===== src/design/ispr_params.svh =====
// Purpose: Offsets, field positions, reset values and timing counts of the pixel readout
// Assumes: 32-bit classic Wishbone register words, one per aligned word
// Notes: Definitions only
`ifndef ISPR_PARAMS_SVH
`define ISPR_PARAMS_SVH

// Array geometry
`define ISPR_ARRAY_COLS 16'h0AC0
`define ISPR_ARRAY_ROWS 16'h07D4
`define ISPR_COL_DARK0_END 16'h0009
`define ISPR_COL_BND0_END 16'h000F
`define ISPR_COL_ACT_END 16'h0A2F
`define ISPR_COL_BND1_END 16'h0A39
`define ISPR_ROW_DARK0_END 16'h0031
`define ISPR_ROW_BND0_END 16'h0035
`define ISPR_ROW_ACT_END 16'h07CD
`define ISPR_ROW_BND1_END 16'h07D1
`define ISPR_FIRST_COL 16'h0010
`define ISPR_FIRST_ROW 16'h0036

// Line timing, in pixel clocks and rows
`define ISPR_LV_OFFSET 16'h0261
`define ISPR_DARK_ROWS 16'h0008

// Register offsets
`define ISPR_REG_CTRL 8'h00
`define ISPR_REG_EXPO 8'h04
`define ISPR_REG_STATUS 8'h08
`define ISPR_REG_POS 8'h0C

// Control fields
`define ISPR_CTRL_SHOW_DARK 0
`define ISPR_CTRL_FIXED_BL 1
`define ISPR_CTRL_MODE_LO 2
`define ISPR_CTRL_BIN_LO 4
`define ISPR_CTRL_SKIP_LO 6
`define ISPR_CTRL_RST 8'h00
`define ISPR_EXPO_RST 16'h0010

`endif


===== src/design/ispr_pkg.sv =====
// Purpose: Types of the pixel readout
// Assumes: Nothing beyond the params header
// Notes: Nothing is imported by users
package ispr_pkg;

  typedef enum logic [1:0] {
    ST_WAIT = 2'b00,
    ST_EXPOSE = 2'b01,
    ST_READOUT = 2'b10
  } ispr_state_e;

  typedef enum logic [1:0] {
    MODE_CONT = 2'b00,
    MODE_SNAP = 2'b01,
    MODE_BULB = 2'b10
  } ispr_mode_e;

  typedef enum logic [1:0] {
    CH_GREEN_RED_PIXEL = 2'b00,
    CH_RED = 2'b01,
    CH_BLUE = 2'b10,
    CH_GREEN_BLUE_PIXEL = 2'b11
  } ispr_chan_e;

  typedef enum logic [1:0] {
    ZONE_DARK = 2'b00,
    ZONE_BOUNDARY = 2'b01,
    ZONE_ACTIVE = 2'b10
  } ispr_zone_e;

  typedef struct packed {
    logic [1:0] rowSkip;
    logic [1:0] rowBin;
    ispr_mode_e mode;
    logic fixedBlackLevel;
    logic showDarkRows;
  } ispr_ctrl_s;

endpackage : ispr_pkg


===== src/design/ispr_readout.sv =====
// Purpose: Pixel readout and output pins of a 12-bit image sensor
// Assumes: masterInputClock is slow against sys_clk and is sampled; Wishbone classic slave
// Notes: Notes on behaviour below
`timescale 1ns/1ps
`include "ispr_params.svh"

module ispr_readout #(
  parameter int IMG_W = 2592,
  parameter int IMG_H = 1944,
  parameter int VBLANK_ROWS = 26,
  parameter int ROW_TAIL = 1,
  parameter logic [7:0] ADDR_HIGH = 8'h5A, // Arbitrary value
  parameter logic [7:0] ADDR_LOW = 8'h3C // Arbitrary value
) (
  input wire logic sys_clk,
  input wire logic srst,
  input wire logic wb_cyc_i,
  input wire logic wb_stb_i,
  input wire logic wb_we_i,
  input wire logic [7:0] wb_adr_i,
  input wire logic [3:0] wb_sel_i,
  input wire logic [31:0] wb_dat_i,
  output logic [31:0] wb_dat_o,
  output logic wb_ack_o,
  input wire logic chipResetN,
  input wire logic masterInputClock,
  input wire logic outFloat,
  input wire logic standbyN,
  input wire logic trigger,
  input wire logic busAddressSelect,
  output logic pixClkOut,
  output logic [11:0] pixData,
  output logic frameWindowShort,
  output logic lineWindowShort,
  output logic flashStrobe,
  output logic pinOe,
  output logic [7:0] devAddr,
  output logic standbyActive
);

  localparam logic [15:0] W16 = 16'(IMG_W);
  localparam logic [15:0] H16 = 16'(IMG_H);
  localparam logic [15:0] VB16 = 16'(VBLANK_ROWS);
  localparam logic [15:0] ROW_LEN = 16'(`ISPR_LV_OFFSET + IMG_W + ROW_TAIL);
  localparam logic [15:0] DARK_END = 16'(VBLANK_ROWS) + `ISPR_DARK_ROWS;
  localparam logic [15:0] FRAME_ROWS = 16'(VBLANK_ROWS + IMG_H) + `ISPR_DARK_ROWS;

  function automatic ispr_pkg::ispr_zone_e zoneOf(input logic [15:0] a, input logic [15:0] e0,
      input logic [15:0] e1, input logic [15:0] e2, input logic [15:0] e3);
    if (a <= e0 || a > e3) begin
      zoneOf = ispr_pkg::ZONE_DARK;
    end else if (a <= e1 || a > e2) begin
      zoneOf = ispr_pkg::ZONE_BOUNDARY;
    end else begin
      zoneOf = ispr_pkg::ZONE_ACTIVE;
    end
  endfunction : zoneOf

  // Pin synchronisers: stage one feeds stage two only
  logic [5:0] pinS1_q;
  logic [5:0] pinS2_q;
  logic mclkLast_q;
  logic trigLast_q;
  always_ff @(posedge sys_clk) begin
    if (srst) begin
      // Idle levels: trigger and pixel clock low, so no false edge follows reset
      pinS1_q <= 6'h2D;
      pinS2_q <= 6'h2D;
    end else begin
      pinS1_q <= {busAddressSelect, trigger, standbyN, outFloat, masterInputClock, chipResetN};
      pinS2_q <= pinS1_q;
    end
  end

  logic resetNS;
  logic mclkS;
  logic floatS;
  logic standbyNS;
  logic trigS;
  logic addrSelS;
  assign resetNS = pinS2_q[0];
  assign mclkS = pinS2_q[1];
  assign floatS = pinS2_q[2];
  assign standbyNS = pinS2_q[3];
  assign trigS = pinS2_q[4];
  assign addrSelS = pinS2_q[5];

  logic chipRst;
  assign chipRst = srst | ~resetNS;

  logic tick;
  logic trigRise;
  assign tick = mclkS & ~mclkLast_q;
  assign trigRise = trigS & ~trigLast_q;

  // Trigger history moves per pixel clock, so a rise is still seen at the next tick
  always_ff @(posedge sys_clk) begin
    if (chipRst) begin
      mclkLast_q <= mclkS;
      trigLast_q <= trigS;
    end else begin
      mclkLast_q <= mclkS;
      if (tick) begin
        trigLast_q <= trigS;
      end
    end
  end

  // Register file
  ispr_pkg::ispr_ctrl_s ctrl_q;
  logic [15:0] expoRows_q;
  logic [15:0] frameCount_q;
  logic [31:0] rdData_d;
  logic wbReq;
  assign wbReq = wb_cyc_i & wb_stb_i & ~wb_ack_o;

  always_ff @(posedge sys_clk) begin
    if (chipRst) begin
      ctrl_q <= ispr_pkg::ispr_ctrl_s'(`ISPR_CTRL_RST);
      expoRows_q <= `ISPR_EXPO_RST;
    end else if (wbReq && wb_we_i) begin
      if (wb_adr_i == `ISPR_REG_CTRL && wb_sel_i[0]) begin
        ctrl_q <= ispr_pkg::ispr_ctrl_s'(wb_dat_i[7:0]);
      end
      if (wb_adr_i == `ISPR_REG_EXPO) begin
        if (wb_sel_i[0]) begin
          expoRows_q[7:0] <= wb_dat_i[7:0];
        end
        if (wb_sel_i[1]) begin
          expoRows_q[15:8] <= wb_dat_i[15:8];
        end
      end
    end
  end

  // State and counters
  ispr_pkg::ispr_state_e state_q;
  logic [15:0] hCnt_q;
  logic [15:0] rowCnt_q;
  logic rowEnd;
  logic frameEnd;
  logic darkRead;
  assign rowEnd = hCnt_q == ROW_LEN - 16'h0001;
  assign frameEnd = rowEnd && rowCnt_q == FRAME_ROWS - 16'h0001;
  assign darkRead = ctrl_q.showDarkRows | ~ctrl_q.fixedBlackLevel;

  always_ff @(posedge sys_clk) begin
    if (chipRst) begin
      state_q <= ispr_pkg::ST_WAIT;
      hCnt_q <= 16'h0000;
      rowCnt_q <= 16'h0000;
    end else if (standbyNS && tick) begin
      hCnt_q <= rowEnd || state_q == ispr_pkg::ST_WAIT ? 16'h0000 : hCnt_q + 16'h0001;
      case (state_q)
        ispr_pkg::ST_WAIT: begin
          rowCnt_q <= 16'h0000;
          if (ctrl_q.mode == ispr_pkg::MODE_CONT) begin
            state_q <= ispr_pkg::ST_READOUT;
          end else if (trigRise) begin
            state_q <= ispr_pkg::ST_EXPOSE;
          end
        end
        ispr_pkg::ST_EXPOSE: begin
          if (ctrl_q.mode == ispr_pkg::MODE_BULB) begin
            if (!trigS) begin
              state_q <= ispr_pkg::ST_READOUT;
              hCnt_q <= 16'h0000;
              rowCnt_q <= 16'h0000;
            end
          end else if (rowEnd) begin
            if (rowCnt_q + 16'h0001 >= expoRows_q) begin
              state_q <= ispr_pkg::ST_READOUT;
              rowCnt_q <= 16'h0000;
            end else begin
              rowCnt_q <= rowCnt_q + 16'h0001;
            end
          end
        end
        ispr_pkg::ST_READOUT: begin
          if (frameEnd) begin
            rowCnt_q <= 16'h0000;
            if (ctrl_q.mode != ispr_pkg::MODE_CONT) begin
              state_q <= ispr_pkg::ST_WAIT;
            end
          end else if (rowEnd) begin
            rowCnt_q <= rowCnt_q + 16'h0001;
          end
        end
        default: begin
          state_q <= ispr_pkg::ST_WAIT;
        end
      endcase
    end
  end

  // Row and column addressing
  logic darkRow;
  logic activeRow;
  logic inLine;
  logic [15:0] darkIdx;
  logic [15:0] actIdx;
  logic [15:0] arrayRow;
  logic [15:0] arrayCol;
  logic fvNext;
  logic lvNext;
  ispr_pkg::ispr_chan_e chan;
  assign darkRow = rowCnt_q >= VB16 && rowCnt_q < DARK_END && darkRead;
  assign activeRow = rowCnt_q >= DARK_END && rowCnt_q < FRAME_ROWS;
  assign inLine = hCnt_q >= `ISPR_LV_OFFSET && hCnt_q < `ISPR_LV_OFFSET + W16;
  assign darkIdx = rowCnt_q - VB16;
  assign actIdx = rowCnt_q - DARK_END;
  // Dark rows: bin spacing, skip ignored
  assign arrayRow = darkRow ? 16'(darkIdx * ({14'h0000, ctrl_q.rowBin} + 16'h0001))
                            : 16'(`ISPR_FIRST_ROW + actIdx * ({14'h0000, ctrl_q.rowSkip} + 16'h0001));
  assign arrayCol = `ISPR_FIRST_COL + (hCnt_q - `ISPR_LV_OFFSET);
  assign chan = ispr_pkg::ispr_chan_e'({arrayRow[0], arrayCol[0]});
  assign fvNext = state_q == ispr_pkg::ST_READOUT && (activeRow || (darkRow && ctrl_q.showDarkRows));
  assign lvNext = fvNext && inLine;

  // Output stage: windows, data and position once per pixel clock, the rest every sys_clk
  logic pixClk_q;
  logic [11:0] pixData_q;
  logic fv_q;
  logic lv_q;
  logic strobe_q;
  logic oe_q;
  logic [7:0] devAddr_q;
  logic standby_q;
  logic [15:0] posRow_q;
  logic [15:0] posCol_q;

  always_ff @(posedge sys_clk) begin
    if (chipRst || !standbyNS) begin
      pixClk_q <= 1'b0;
      pixData_q <= 12'h000;
      fv_q <= 1'b0;
      lv_q <= 1'b0;
      posRow_q <= 16'h0000;
      posCol_q <= 16'h0000;
    end else begin
      pixClk_q <= mclkS;
      if (tick) begin
        fv_q <= fvNext;
        lv_q <= lvNext;
        pixData_q <= lvNext ? {chan, arrayCol[9:0]} : 12'h000;
        if (lvNext) begin
          posRow_q <= arrayRow;
          posCol_q <= arrayCol;
        end
      end
    end
  end

  always_ff @(posedge sys_clk) begin
    if (chipRst) begin
      strobe_q <= 1'b0;
    end else begin
      strobe_q <= state_q == ispr_pkg::ST_EXPOSE && standbyNS;
    end
  end

  always_ff @(posedge sys_clk) begin
    if (chipRst) begin
      oe_q <= 1'b0;
      devAddr_q <= 8'h00;
      standby_q <= 1'b0;
    end else begin
      oe_q <= ~floatS;
      devAddr_q <= addrSelS ? ADDR_HIGH : ADDR_LOW;
      standby_q <= ~standbyNS;
    end
  end

  always_ff @(posedge sys_clk) begin
    if (chipRst) begin
      frameCount_q <= 16'h0000;
    end else if (standbyNS && tick && state_q == ispr_pkg::ST_READOUT && frameEnd) begin
      frameCount_q <= frameCount_q + 16'h0001;
    end
  end

  // Current pixel zones, readable by software
  ispr_pkg::ispr_zone_e colZone;
  ispr_pkg::ispr_zone_e rowZone;
  assign colZone = zoneOf(posCol_q, `ISPR_COL_DARK0_END, `ISPR_COL_BND0_END,
                          `ISPR_COL_ACT_END, `ISPR_COL_BND1_END);
  assign rowZone = zoneOf(posRow_q, `ISPR_ROW_DARK0_END, `ISPR_ROW_BND0_END,
                          `ISPR_ROW_ACT_END, `ISPR_ROW_BND1_END);

  always_comb begin
    case (wb_adr_i)
      `ISPR_REG_CTRL: rdData_d = {24'h00_0000, ctrl_q};
      `ISPR_REG_EXPO: rdData_d = {16'h0000, expoRows_q};
      `ISPR_REG_STATUS: rdData_d = {frameCount_q, devAddr_q, 2'b00, state_q,
                                    strobe_q, standby_q, lv_q, fv_q};
      `ISPR_REG_POS: rdData_d = {rowZone, posRow_q[13:0], colZone, posCol_q[13:0]};
      default: rdData_d = 32'h0000_0000;
    endcase
  end

  logic ack_q;
  logic [31:0] dat_q;
  always_ff @(posedge sys_clk) begin
    if (srst) begin
      ack_q <= 1'b0;
      dat_q <= 32'h0000_0000;
    end else begin
      ack_q <= wbReq;
      dat_q <= wbReq && !wb_we_i ? rdData_d : 32'h0000_0000;
    end
  end

  assign wb_ack_o = ack_q;
  assign wb_dat_o = dat_q;
  assign pixClkOut = pixClk_q;
  assign pixData = pixData_q;
  assign frameWindowShort = fv_q;
  assign lineWindowShort = lv_q;
  assign flashStrobe = strobe_q;
  assign pinOe = oe_q;
  assign devAddr = devAddr_q;
  assign standbyActive = standby_q;

endmodule : ispr_readout


===== config.mk =====
export PLATFORM = sky130hd
export DESIGN_NAME = ispr_readout
export DESIGN_NICKNAME = d
export VERILOG_FILES = /design/src/design/ispr_pkg.sv /design/src/design/ispr_readout.sv
export VERILOG_INCLUDE_DIRS = /design/src /design/src/design
export SDC_FILE = /design/constraint.sdc
export NUM_CORES = 1
export LEC_CHECK = 0
export ABC_AREA = 1
export BUFFER_PORTS_ARGS = -buffer_cell sky130_fd_sc_hd__clkbuf_2
export CORE_UTILIZATION = 30
export CTS_BUF_LIST = sky130_fd_sc_hd__clkbuf_16
export DETAILED_ROUTE_END_ITERATION = 6
export GPL_ROUTABILITY_DRIVEN = 0
export PLACE_DENSITY_LB_ADDON = 0.2
export SYNTH_ARGS = -nofsm -noshare
export SYNTH_HDL_FRONTEND = slang
export SYNTH_SLANG_ARGS = --single-unit

===== constraint.sdc =====
create_clock -name sys_clk -period 4 [get_ports sys_clk]
set_input_delay 0.4 -clock sys_clk [delete_from_list [all_inputs] [get_ports sys_clk]]
set_output_delay 0.4 -clock sys_clk [all_outputs]
set_load 0.02 [all_outputs]

==> flow_metrics.env <==
export IMPL_status="complete, no violations"
export IMPL_drt_pass1_iterations=5
export IMPL_synth_edf_count=1
export IMPL_antenna_left=0
export IMPL_syn_area_sq_um=11600
export IMPL_synthToLayoutAreaGrowth_pct=15.5
export IMPL_die_x_microns=198
export IMPL_max_freq_mhz=267
export IMPL_fin_crit_sh_pct=93.6
export IMPL_min_to="pinS1_q[3]$_SDFF_PP1_"
export IMPL_clk_latency_ns=0.45
export IMPL_crit_path_max_fanout=7
export IMPL_drive_above_1_share_pct=12.8
export IMPL_ys_seq_area_share_pct=30.0
export IMPL_pwr_share_clk_pct=48.1
export IMPL_seqCellArea_sq_um=3480
export IMPL_synth_top_area_cell="dfxtp_1"
export IMPL_cts_num_sinks=173
export IMPL_synthTopCellsByArea="dfxtp_1, nand2_1, ha_1"
export IMPL_grt_pass1_wl_microns=55000
export IMPL_num_antenna_cells=0
export IMPL_antenna_found_initial=1
export IMPL_p_per_area_nw_per_um2=270
export IMPL_wl_per_cell_microns=14.7
export IMPL_grt_pass1_vias=10506
export IMPL_required_ns=4.34
export IMPL_rsz0062_at_grt="yes"
export IMPL_yosysWarnings=0
export IMPL_comb_power_share_pct=3.6
export IMPL_seq_power_share_pct=48.2
export IMPL_synthCells=1711
export IMPL_fp_coreArea_sq_um=37800
export IMPL_rr_startpoint="rowCnt_q[2]$_SDFFE_PP0P_"
export IMPL_synth_flop_cell="dfxtp_1"
export IMPL_multi_input_area_sq_um=7030
export IMPL_holdWs_ns=0.133
export IMPL_hp_class="input port to register"
export IMPL_finalMaxSlewViolations=0
export IMPL_worst_pin_slew_ns=1.01
export IMPL_worstSetupEndpointType="register"
export IMPL_die_h_microns=198
export IMPL_yosysTopAreaCellShare_pct=29.8
export IMPL_layout_nets=1950
export IMPL_netSwitchingPower_uw=890
export IMPL_finalPower_uw=3610
export IMPL_fin_crit_ns=3.75
export IMPL_placed_cell_area_sq_um=12600
export IMPL_vdd_drop_max_v=0.000296
export IMPL_drtIter0Drc=585
export IMPL_path_clk_slew_ns=0.08
export IMPL_fin_skew_ns=0.0185
export IMPL_via_per_inst=4.76
export IMPL_hpwl_microns=27200
export IMPL_p_int_uw=2720
export IMPL_final_hold_violation_count=0
export IMPL_reg2reg_slack_ns=0.25
export IMPL_switching_share_pct=24.7
export IMPL_cts_root_buf="clkbuf_16"
export IMPL_cts_tree="built"
export IMPL_r2r_end="posRow_q[14]$_SDFFE_PP0P_"
export IMPL_dpl_cell_count=2288
export IMPL_port_buffers=93
export IMPL_whs_path_depth=2
export IMPL_grt_use_total_pct=17.9
export IMPL_leakage_uw=0.00613
export IMPL_postLayoutCoreUtil_pct=35.3
export IMPL_htreeDepth=4
export IMPL_criticalPathCategory="register to register"
export IMPL_start_kind="register"
export IMPL_dieArea_sq_um=39300
export IMPL_slew_headroom_pct=32.6
export IMPL_r2r_cells=21
export IMPL_stdcell_area_sq_um=13400
export IMPL_drt_wl_total_microns=34000
export IMPL_min_from="standbyN"
export IMPL_row_count=71
export IMPL_max_cap_viol_count=0
export IMPL_arrival_ns=4.08
export IMPL_vias=11038
export IMPL_initial_core_util_pct=30.6
export IMPL_most_common_layout_cells="nand2_1, inv_1, nor2_1, dfxtp_1, a21oi_1"
export IMPL_grt_start_max_net_pins=41
export IMPL_cts_buffers=17
export IMPL_setup_violations=0
export IMPL_synth_seq_cells=173
export IMPL_final_common_cell="nand2_1"
export IMPL_synth_distinct_cells=56
export IMPL_remaining_drc_errors=0
export IMPL_overflow=0
export IMPL_clock_path_buffers=2
export IMPL_n_fill_cell=4177
export IMPL_cts_hold_buffers=0
export IMPL_avgSynthCellArea_sq_um=6.76
export IMPL_async_flop_share_pct=0
export IMPL_pin_count=114
export IMPL_finalNonFillerCells=2320
==> final cells by class <==
class | instances | share of cell area [%]
multi-input cells | 1239 | 52.6
flip-flops and latches | 173 | 26.0
inverters | 239 | 6.71
repair buffers | 126 | 5.34
well taps | 511 | 4.78
clock buffers | 17 | 3.18
clock inverters | 15 | 1.31
==> power by group through the flow <==
stage	Sequential [uW]	Clock (uW)	Combinational [uW]
after floorplan	1780	0	78.7
after global placement	1780	0	131
after detailed placement	1780	0	132
after CTS	1740	1780	132
after global routing	1740	1850	146
final	1740	1740	131
==> synth_stat cells, drive strengths merged, types with 23 or more instances <==
library cell and n:
o21ai 79, clkbuf 32, ha 71, fa 28, nand2 411, xor2 35, buf 29, nand3 100
nor3 44, dfxtp 172, a21oi 144, inv 234, nand4 23, nor2 207
==> cell families (layout without fill, tap and decap cells) <==
group | after synthesis | count (layout) | synth area share [%]
DFF | 173 | 173 | 30.0
xor gates and xnor gates | 42 | 42 | 3.18
AOI/OAI and AO/OA | 279 | 279 | 13.4
and+or+nand+nor | 817 | 817 | 30.4
adders and majority gates | 99 | 99 | 12.5
other | 1 | 2 | 0.0324
buffers and inverters | 300 | 397 | 10.5
==> worst max-delay path by stage <==
| stage | start | to | slack (ns) | depth (start not counted) |
|---|---|---|---|---|
| detailed placement | rowCnt_q[2]$_SDFFE_PP0P_ | posRow_q[15]$_SDFFE_PP0P_ | 0.001 | 20 |
| CTS | rowCnt_q[1]$_SDFFE_PP0P_ | posRow_q[12]$_SDFFE_PP0P_ | 0.10 | 22 |
| finish | rowCnt_q[2]$_SDFFE_PP0P_ | posRow_q[14]$_SDFFE_PP0P_ | 0.25 | 21 |
| global route | rowCnt_q[1]$_SDFFE_PP0P_ | posRow_q[15]$_SDFFE_PP0P_ | 0.005 | 24 |
| floorplan | rowCnt_q[1]$_SDFFE_PP0P_ | posRow_q[15]$_SDFFE_PP0P_ | 0.28 | 21 |
| global placement | rowCnt_q[2]$_SDFFE_PP0P_ | posRow_q[15]$_SDFFE_PP0P_ | -0.03 | 20 |
==> timing repair <==
item | CTS | global route
gates resized for setup | 1 | 35
setup endpoints to repair | 1 | 27
pin swaps | 0 | 3
buffers inserted | 0 | 0
==> registers in the layout (all words and copies together) (netlist names) <==
register / cells
ctrl_q: 8
devAddr: 3
expoRows_q: 16
flashStrobe: 1
frameCount_q: 16
frameWindowShort: 1
hCnt_q: 16
lineWindowShort: 1
mclkLast_q: 1
pinOe: 1
pinS1_q: 6
pinS2_q: 6
pixClkOut: 1
pixData: 11
posCol_q: 16
posRow_q: 16
rowCnt_q: 16
standbyActive: 1
state_q: 2
trigLast_q: 1
wb_ack_o: 1
wb_dat_o: 32
==> per-stage QoR <==
| stage | TNS, ns | worst slack [ns] |
|---|---|---|
| 6_report | 0 | 0.255 |
| 5_1_grt | 0 | 0.00535 |
| 4_1_cts | 0 | 0.104 |
| 3_5_place_dp | 0 | 0.00101 |
| 3_3_place_gp | -0.0267 | -0.0267 |
| 2_1_floorplan | 0 | 0.277 |
==> metal layers <==
layer	wire length (microns)	share of wire (%)	vias to the layer above	global-route usage, %
li1	-	-	5667	-
met2	15000	44	275	28.5
met1	16800	49	5047	24.5
met3	1530	4.5	47	3.20
met5	16	0.047	-	0
met4	712	2.1	2	5.51
==> worst max-delay path, stage by stage, from the launching register on <==
cell      delay (ns)
dfxtp_1         0.31
buf_4           0.16
nor2_4          0.12
nand2_2         0.10
nand2_4         0.07
nand2_2         0.06
nor2_4          0.13
nand2_1         0.10
xor2_2          0.17
or2_2           0.31
fa_1            0.51
inv_1           0.05
ha_1            0.29
ha_2            0.33
inv_2           0.09
nor3_1          0.06
a211oi_1        0.22
nand3_1         0.13
o21ai_0         0.17
a21oi_1         0.07
nor3_1          0.13
nor2_1          0.06
Note: power is estimated with default switching activity, not from simulation.
